## config.mk

```make
export PLATFORM = sky130hd
export DESIGN_NAME = sbhp_port
export DESIGN_NICKNAME = d
export VERILOG_FILES = /design/src/core/sbhp_pkg.sv /design/src/core/sbhp_sync.sv /design/src/core/sbhp_port.sv
export SDC_FILE = /design/constraint.sdc
export NUM_CORES = 1
export LEC_CHECK = 0
export ABC_AREA = 1
export ABC_CLOCK_PERIOD_IN_PS = 2250
export BUFFER_PORTS_ARGS = -buffer_cell sky130_fd_sc_hd__buf_2
export CORE_AREA = 2 2 135 137
export CTS_CLUSTER_SIZE = 20
export DETAILED_ROUTE_END_ITERATION = 10
export DIE_AREA = 0 0 137 139
export PLACE_DENSITY = 0.58
export REMOVE_ABC_BUFFERS = 1
export SYNTH_ARGS = -nofsm -noshare
export SYNTH_HDL_FRONTEND = slang
export SYNTH_SLANG_ARGS = --single-unit
export TNS_END_PERCENT = 30
```

## constraint.sdc

```tcl
create_clock -name ref_clk -period 2.25 [get_ports ref_clk]
set_clock_uncertainty 0.05 [all_clocks]
set_input_delay 0.225 -clock ref_clk [delete_from_list [all_inputs] [get_ports ref_clk]]
set_output_delay 0.225 -clock ref_clk [all_outputs]
set_load 0.02 [all_outputs]
```

## src/core/sbhp_pkg.sv

```systemverilog
// Purpose: constants for the shared bus host port
// Assumes: 20 MHz ref_clk; strobes and select come from the host asynchronously
// Notes: How it works list below
// How it works
// - command low, 16-bit mode: data moves on all sixteen shared lines.
// - command low, 8-bit mode: data moves on lower eight lines only.
// - command high, 16-bit mode: address bits 7..2 sit on lines 7..2.
// - 16-bit address phase: byte enables on lines 15..12; lines 11..8 ignored.
// - command high, 8-bit mode: full eight-bit address on lines 7..0.
// - command select chooses data access (low) or address access (high).
// - device answers bus accesses only while device select is low.
// - device drives eeprom select while it accesses the external memory.
// - width strap level is latched at reset release; picks 16 or 8 bits.
package sbhp_pkg;
    localparam int          BUS_W       = 16;
    localparam int          NARROW_W    = 8;
    localparam int          ADDR_W      = 8;
    localparam int          BE_W        = 4;
    localparam int          BE_LSB      = 12;
    localparam int          ADDR_LSB16  = 2;
    localparam int          SYNC_W      = 3;
    localparam int          CLK_HZ      = 20_000_000;
    localparam int          RESET_MS    = 10;
    localparam int          RESET_CYC   = (CLK_HZ / 1000) * RESET_MS;
    localparam logic [7:0]  ADDR_RST    = 8'h00;
    localparam logic [3:0]  BE_RST      = 4'h0;
    localparam logic [15:0] DATA_RST    = 16'h0000;
    localparam logic        WIDE_RST    = 1'b1;

    typedef enum logic [1:0] {
        SBHP_IDLE  = 2'b00,
        SBHP_READ  = 2'b01,
        SBHP_WRITE = 2'b10
    } sbhp_state_type;
endpackage : sbhp_pkg

```

## src/core/sbhp_sync.sv

```systemverilog
// Purpose: three-stage synchroniser with agreement filter
// Assumes: input is asynchronous to clk
// Notes: output moves only when stages two and three agree
`timescale 1ns/1ps
`default_nettype none
module sbhp_sync #(
    parameter int          W   = 1,
    parameter logic [15:0] RST = 16'h0000
) (
    input  wire logic         clk,
    input  wire logic         arst_n,
    input  wire logic [W-1:0] d,
    output var  logic [W-1:0] q
);
    logic [W-1:0] s1_q;
    logic [W-1:0] s2_q;
    logic [W-1:0] s3_q;
    logic [W-1:0] agree;

    // stage one is read only by stage two
    assign agree = ~(s2_q ^ s3_q);

    always_ff @(posedge clk or negedge arst_n)
    begin
        if (!arst_n)
        begin
            s1_q <= RST[W-1:0];
            s2_q <= RST[W-1:0];
            s3_q <= RST[W-1:0];
            q    <= RST[W-1:0];
        end
        else
        begin
            s1_q <= d;
            s2_q <= s1_q;
            s3_q <= s2_q;
            q    <= (agree & s3_q) | (~agree & q);
        end
    end
endmodule : sbhp_sync
`default_nettype wire

```

## src/core/sbhp_port.sv

```systemverilog
// Purpose: device side of the shared parallel host bus
// Assumes: host keeps hw_reset_n low long enough; strobes are asynchronous
// Notes: user side sees address, byte enables, write data and read data
`timescale 1ns/1ps
`default_nettype none
module sbhp_port
    import sbhp_pkg::*;
(
    input  wire logic        ref_clk,
    input  wire logic        arst_n,
    input  wire logic        hw_reset_n,
    input  wire logic        width_strap_pin,
    input  wire logic        device_select_n,
    input  wire logic        cmd_select,
    input  wire logic        read_strobe_n,
    input  wire logic        write_strobe_n,
    input  wire logic [15:0] shared_bus_lines_in,
    output var  logic [15:0] shared_bus_lines_out,
    output var  logic [15:0] shared_bus_lines_oe,
    input  wire logic        eeprom_busy,
    output var  logic        eeprom_select,
    output var  logic        bus_wide,
    output var  logic [7:0]  reg_addr,
    output var  logic [3:0]  byte_lane_enables,
    output var  logic        addr_strobe,
    output var  logic        wr_strobe,
    output var  logic [15:0] wr_data,
    output var  logic        rd_strobe,
    input  wire logic [15:0] rd_data
);
    logic           sel_n_s;
    logic           cmd_s;
    logic           rd_n_s;
    logic           wr_n_s;
    logic           hwr_n_s;
    logic           strap_s;
    logic [15:0]    bus_s;
    logic           rst_seen_q;
    logic           bus_wide_q;
    sbhp_state_type state_q;
    sbhp_state_type state_d;
    logic [15:0]    rd_hold_q;

    wire  logic     rst_n       = arst_n & hwr_n_s;
    wire  logic     selected    = ~sel_n_s;
    wire  logic     rd_act      = selected & ~rd_n_s;
    wire  logic     wr_act      = selected & ~wr_n_s;
    wire  logic     is_addr     = cmd_s;
    wire  logic     start_rd    = (state_q == SBHP_IDLE) & rd_act & ~is_addr;
    wire  logic     start_wr    = (state_q == SBHP_IDLE) & wr_act;
    // 16-bit address phase: A[7:2] and enables; lines 11..8 never looked at
    wire  logic [7:0] addr16    = {bus_s[7:ADDR_LSB16], 2'b00};
    wire  logic [3:0] be16      = bus_s[BE_LSB +: BE_W];
    wire  logic [7:0] addr8     = bus_s[ADDR_W-1:0];
    wire  logic [15:0] wdata    = bus_wide_q ? bus_s
                                  : {8'h00, bus_s[NARROW_W-1:0]};
    wire  logic [15:0] drive_oe = bus_wide_q ? 16'hFFFF : 16'h00FF;

    sbhp_sync #(.W(1), .RST(16'h0001)) u_sel   (.clk(ref_clk), .arst_n(arst_n),
        .d(device_select_n), .q(sel_n_s));
    sbhp_sync #(.W(1), .RST(16'h0000)) u_cmd   (.clk(ref_clk), .arst_n(arst_n),
        .d(cmd_select), .q(cmd_s));
    sbhp_sync #(.W(1), .RST(16'h0001)) u_rd    (.clk(ref_clk), .arst_n(arst_n),
        .d(read_strobe_n), .q(rd_n_s));
    sbhp_sync #(.W(1), .RST(16'h0001)) u_wr    (.clk(ref_clk), .arst_n(arst_n),
        .d(write_strobe_n), .q(wr_n_s));
    sbhp_sync #(.W(1), .RST(16'h0000)) u_hwr   (.clk(ref_clk), .arst_n(arst_n),
        .d(hw_reset_n), .q(hwr_n_s));
    sbhp_sync #(.W(1), .RST(16'h0001)) u_strap (.clk(ref_clk), .arst_n(arst_n),
        .d(width_strap_pin), .q(strap_s));
    sbhp_sync #(.W(16), .RST(16'h0000)) u_bus  (.clk(ref_clk), .arst_n(arst_n),
        .d(shared_bus_lines_in), .q(bus_s));

    // strap captured on the first clock after reset release, never under reset
    always_ff @(posedge ref_clk or negedge rst_n)
    begin
        if (!rst_n)
        begin
            rst_seen_q <= 1'b0;
            bus_wide_q <= WIDE_RST;
        end
        else if (!rst_seen_q)
        begin
            rst_seen_q <= 1'b1;
            bus_wide_q <= strap_s;
        end
    end

    // a strobe is one access; wait for its release before the next one
    always_comb
    begin
        state_d = state_q;
        case (state_q)
            SBHP_IDLE:
            begin
                if (start_rd)
                    state_d = SBHP_READ;
                else if (start_wr)
                    state_d = SBHP_WRITE;
            end
            SBHP_READ:
            begin
                if (!rd_act)
                    state_d = SBHP_IDLE;
            end
            SBHP_WRITE:
            begin
                if (!wr_act)
                    state_d = SBHP_IDLE;
            end
            default:
                state_d = SBHP_IDLE;
        endcase
    end

    always_ff @(posedge ref_clk or negedge rst_n)
    begin
        if (!rst_n)
            state_q <= SBHP_IDLE;
        else
            state_q <= state_d;
    end

    // one-cycle pulses and the words they qualify, decoded once here
    wire  logic        take_addr = start_wr & is_addr;
    wire  logic        take_data = start_wr & ~is_addr;
    wire  logic [7:0]  addr_next = bus_wide_q ? addr16 : addr8;
    wire  logic [3:0]  be_next   = bus_wide_q ? be16 : BE_RST;
    wire  logic [15:0] rd_word   = bus_wide_q ? rd_data
                                   : {8'h00, rd_data[NARROW_W-1:0]};
    // drive only in a read, after the word has been taken from the user side;
    // the gap cycle keeps stale hold data off the pins
    wire  logic        drive_now = (state_q == SBHP_READ) & rd_act & ~rd_strobe;
    wire  logic [15:0] oe_next   = drive_now ? drive_oe : 16'h0000;

    // strobes are pulses: they never stretch, even if the host holds its strobe
    // a held strobe still gives a single pulse; the state machine waits for release
    always_ff @(posedge ref_clk or negedge rst_n)
    begin
        if (!rst_n)
        begin
            addr_strobe <= 1'b0;
            wr_strobe   <= 1'b0;
            rd_strobe   <= 1'b0;
        end
        else
        begin
            addr_strobe <= take_addr;
            wr_strobe   <= take_data;
            rd_strobe   <= start_rd;
        end
    end

    // address and enables change together, at the edge that raises addr_strobe
    // in 8-bit mode the enables read as zero: the whole address is on the low lines
    always_ff @(posedge ref_clk or negedge rst_n)
    begin
        if (!rst_n)
        begin
            reg_addr          <= ADDR_RST;
            byte_lane_enables <= BE_RST;
        end
        else if (take_addr)
        begin
            reg_addr          <= addr_next;
            byte_lane_enables <= be_next;
        end
    end

    // write word stands until the next data write, so the user may take it late
    always_ff @(posedge ref_clk or negedge rst_n)
    begin
        if (!rst_n)
            wr_data <= DATA_RST;
        else if (take_data)
            wr_data <= wdata;
    end

    // read data is taken one cycle after rd_strobe, held for the whole strobe
    always_ff @(posedge ref_clk or negedge rst_n)
    begin
        if (!rst_n)
            rd_hold_q <= DATA_RST;
        else if (rd_strobe)
            rd_hold_q <= rd_word;
    end

    // pin side: data and enables both registered so they switch on one edge
    // the pull-downs hold the lines low whenever these enables are clear and the host drives nothing
    always_ff @(posedge ref_clk or negedge rst_n)
    begin
        if (!rst_n)
        begin
            shared_bus_lines_out <= DATA_RST;
            shared_bus_lines_oe  <= 16'h0000;
        end
        else
        begin
            shared_bus_lines_out <= rd_hold_q;
            shared_bus_lines_oe  <= oe_next;
        end
    end

    // eeprom select follows the user's busy level one cycle late
    // only a registered copy; the eeprom sequencer lives outside the port
    always_ff @(posedge ref_clk or negedge rst_n)
    begin
        if (!rst_n)
            eeprom_select <= 1'b0;
        else
            eeprom_select <= eeprom_busy;
    end

    // width mode as seen by the user side; stays at its reset value until latched
    always_ff @(posedge ref_clk or negedge rst_n)
    begin
        if (!rst_n)
            bus_wide <= WIDE_RST;
        else
            bus_wide <= bus_wide_q;
    end
endmodule : sbhp_port
`default_nettype wire

```

[Yosys cells after proc, flatten, opt, wreduce, memory -nomap -nowiden]
Index checks and enable logic that the tools add are counted.
W data, S select, Z words.
Cells by class
  shifts and indexed selects: 0
  order comparisons: 0
  div/mod/pow operators: 0
  $add $sub $neg: 0
  bitwise logic cells: 51
  reductions and logical operators: 2
  equal/unequal tests: 5
  mux-type cells: 11
  multiply operators: 0
Operator list (number)
  $mux W16: 4
  $and A16 B16 Y16: 2
  $not A16 Y16: 2
  $and A1 B1 Y1: 22
  $or A16 B16 Y16: 1
  $xor A16 B16 Y16: 1
  $not A1 Y1: 11
  $mux W2: 5
  $or A1 B1 Y1: 6
  $pmux W2 S3: 1
  $xor A1 B1 Y1: 6
  $mux W4: 1
  $ne A2 B2 Y1 const B: 2
  $ne A3 B3 Y1 const B: 1
  $reduce_and A3 Y1: 1
  $eq A2 B1 Y1 const B: 1
  $eq A2 B2 Y1 const B: 1
  $logic_not A2 Y1: 1
Storage, ports and cells
  bits of input ports: 41
  bits in writable memories: 0
  memory bits (read-only): 0
  memories: 0
  register bits: 173
  latch bits: 0
  word-level logic and storage cells: 111

[Logic depth before layout (Yosys ltp)]
  depth in word-level cells: 6
  depth in mapped cells: 7
  mapped depth without buffers: 7

[By module]
From an unflattened synthesis, not the netlist that was laid out.
Second synthesis, totals
  cells, all modules: 436
  area total of the unflattened synthesis: 5341.4 um^2
Modules (own cells, without submodules)
  sbhp_port: sequential area each 1779.2 um^2, cells an instance 260, times used 1, area each 2761.4 um^2
  sbhp_sync at u_bus: sequential area each 1601.5 um^2, cells an instance 128, times used 1, area each 1861.8 um^2
  sbhp_sync at u_rd ...: sequential area each 105.1 um^2, cells an instance 8, times used 4, area each 121.4 um^2
  sbhp_sync at u_cmd ...: sequential area each 100.1 um^2, cells an instance 8, times used 2, area each 116.4 um^2

[Least setup slack after synthesis]
No wires, ideal clock.
  kind: register to register
  start point: reg rd_strobe
  end point: reg rd_hold_q[6]
  setup time: 0.125 ns
  arrival time: 1.106 ns
  buffers on the path: 2
  setup slack: 0.969 ns
  stages on the path, launching flop included: 4
  cells stage by stage: dfrtp_1 > buf_2 > buf_6 > mux2_2
RTL lines
  start: declaration: line sbhp_port.sv:28  | output var logic rd_strobe,
  start signal: assignment: line sbhp_port.sv:150  | rd_strobe <= start_rd;
  end signal: assignment: line sbhp_port.sv:185  | rd_hold_q <= rd_word;
  end: declaration: line sbhp_port.sv:42  | logic [15:0] rd_hold_q;
No word-level cell between the ends.

[Worst setup path in the final report]
  start point: reg rd_strobe
  end point: out rd_strobe
No word-level cell between the ends.

==> flow_metrics.tcl <==
set metrics [dict create \
    yosysMostFrequentCell "dfrtp_1" \
    fin_crit_sh 0.766 \
    slew_viol_final 0 \
    rsz0062_at_grt "false" \
    worstReg2RegEnd "wr_data[1]$_DFFE_PN0P_" \
    synth_edf_count 0 \
    post_cts_buffers 0 \
    synth-async-reset-ratio 1.00 \
    status "finished clean" \
    irDropWorstVdd_v 0.000707 \
    crit_family "flip-flops" \
    syn_inst 348 \
    diodes 0 \
    crit_start "rd_strobe$_DFF_PN0_" \
    cpMaxStageDelayCell "dfrtp_1" \
    ant_nets 0 \
    synth_area_um2 5200 \
    area_delta_synth_final_pct 30.8 \
    nFillCells 1674 \
    ys_seq_elements 159 \
    max_stage_delay_ns 0.76 \
    p_sw_mw 2.42 \
    synth_cell_type_count 19 \
    cp_data_required_time_ns 1.98 \
    p_int_mw 5.81 \
    io_pins 106 \
    final.setup.tns_ns 0 \
    crit_path_end "rd_strobe" \
    dr.pass1.iters 4 \
    dieWidth_um 137 \
    layout.nets 525 \
    rows 49 \
    cts_tree "yes" \
    p_leak_nw 3.29 \
    cts_max_level 4 \
    yosys_warnings 0 \
    hold_path.class "in2reg" \
    clk_latency_ns 0.41 \
    hold_viol_final 0 \
    cts_buffer_depth 2 \
    clk_pin_slew_worst_paths_ns 0.06 \
    hold_start "rd_data[10]" \
    layout-drive-gt1-share 0.392 \
    grt_pass1_wl_um 15200 \
    switching_share 0.294 \
    synth_area_per_cell_um2 14.9 \
    worst-path-buf-inv 1 \
    grt_max_degree 89 \
    coreArea_um2 17700 \
    synth_area_leaders "dfrtp_1 (68%), dfstp_2 (9.1%), o21ai_2 (4.4%)" \
    synth_flop_cell "dfrtp_1" \
    power_frac_seq 0.458 \
    dpl.cell_count 662 \
    drc 0 \
    power_mw 8.23 \
    max_cap_viol_count 0 \
    timing.final.ws_setup_ns 0.527 \
    dp_hpwl_um 6070 \
    cts_root_buf "clkbuf_16" \
    cts.sinks 159 \
    grt_usage 0.104 \
    fmax_ghz 0.580 \
    final_cell_area_um2 6800 \
    rrSetupSlack_ns 0.76 \
    p_per_area_nw_per_um2 1210 \
    dpl_cell_area_um2 5880 \
    wire_per_inst_um 12.7 \
    drt_iter0_markers 88 \
    drt_wl_total_um 9240 \
    finalSetupViolCount 0 \
    antenna_found_initial 0 \
    numCtsBuffers 17 \
    dieArea_um2 19000 \
    worstPathCellList "buf_2" \
    fin_cells 726 \
    synth_top_area_frac 0.678 \
    via_per_inst 3.97 \
    dp_slack_ns 0.726 \
    place.gp.congestion 0.701 \
    start_util 0.295 \
    clkPwrFrac 0.354 \
    vias 2884 \
    grt_pass1_vias 3003 \
    synth_common_cells "dfrtp_1 (141), nand2_1 (49), inv_1 (28), o21ai_2 (26), maj3_1 (22)" \
    period_needed_ns 1.72 \
    critPathCaptureType "output pin" \
    tightest_slew_ns 0.653 \
    io_buffers 105 \
    slew_headroom 0.565 \
    synth_seq_area_share 0.769 \
    yosysTopAreaCell "dfrtp_1" \
    rr_worst_depth 7 \
    worstPathMaxFanout 18 \
    critPathKind "reg2out" \
    cp.depth 1 \
    gr-total-overflow 0 \
    die_h_um 139 \
    pwr-share-comb 0.188 \
    crit_path_start_kind "register" \
    worstPathArrival_ns 1.45 \
]
## cells by family after synthesis
kind of cell	share of synthesized area
AOI/OAI and AO/OA	0.0534
adders and majority gates	0.0423
buffers and inverters	0.0580
DFF	0.769
muxes	0.0173
other	0.000721
and+or+nand+nor	0.0592
## final cells by class
type	count	area [µm²]	area share
flip-flops and latches	159	4000	0.588
repair buffers	141	903	0.133
clock inverters	11	153	0.0224
multi-input cells	136	900	0.132
clock buffers	21	450	0.0662
well taps	229	287	0.0421
inverters	29	110	0.0162
## metrics by stage
| stage | hold slack [ns] | utilization |
|---|---|---|
| 2_1_floorplan | -0.121 | - |
| 3_3_place_gp | 0.258 | 0.333 |
| 3_5_place_dp | 0.267 | 0.333 |
| 4_1_cts | 0.00627 | 0.385 |
| 5_1_grt | 0.0207 | 0.385 |
| 6_report | 0.0216 | 0.385 |
## timing repair
action | in CTS | in global routing
endpoints found under the setup margin | 0 | 0
resized for setup | 0 | 0
endpoints found under the hold margin | 124 | 0
hold buffers | 32 | 0
## layer usage
layer,part of all wire,up-vias,track usage
li1,-,1371,-
met1,0.49,1409,0.140
met2,0.44,97,0.151
met3,0.061,7,0.0420
met4,0.013,0,0.0396
met5,0,-,0
## cells in the final DEF (no fill, tap or decap), types with 3 or more instances in the layout
cell type,n
clkbuf_1,3
buf_4,3
dfrtp_1,141
o21ai_0,8
clkbuf_16,17
inv_6,4
bufinv_16,3
nand2_1,49
clkinvlp_4,3
dfstp_2,18
maj3_1,22
buf_2,104
mux2_2,8
nand3_1,10
nor2_1,6
dlygate4sd3_1,32
o21ai_2,26
inv_1,27
## power by group through the flow
| stage | clock network, mW | logic (mW) | registers (mW) |
|---|---|---|---|
| floorplan | 0 | 0.501 | 4.19 |
| global placement | 0 | 1.49 | 3.80 |
| detailed placement | 0 | 1.54 | 3.83 |
| CTS | 3.01 | 1.58 | 3.78 |
| global route | 3.14 | 1.71 | 3.85 |
| finish | 2.91 | 1.55 | 3.77 |
## how the worst min path moves through the flow
stage,slack [ns],end,cells after the start
after floorplan,-0.12,async pin,0
after global placement,0.26,u_bus.s1_q[5]$_DFF_PN0_,2
after detailed placement,0.27,u_bus.s1_q[5]$_DFF_PN0_,2
after CTS,0.006,rd_hold_q[10]$_DFFE_PN0P_,3
after global routing,0.02,rd_hold_q[10]$_DFFE_PN0P_,3
final,0.02,rd_hold_q[10]$_DFFE_PN0P_,3
No activity file was read; power rests on OpenSTA's default activity.
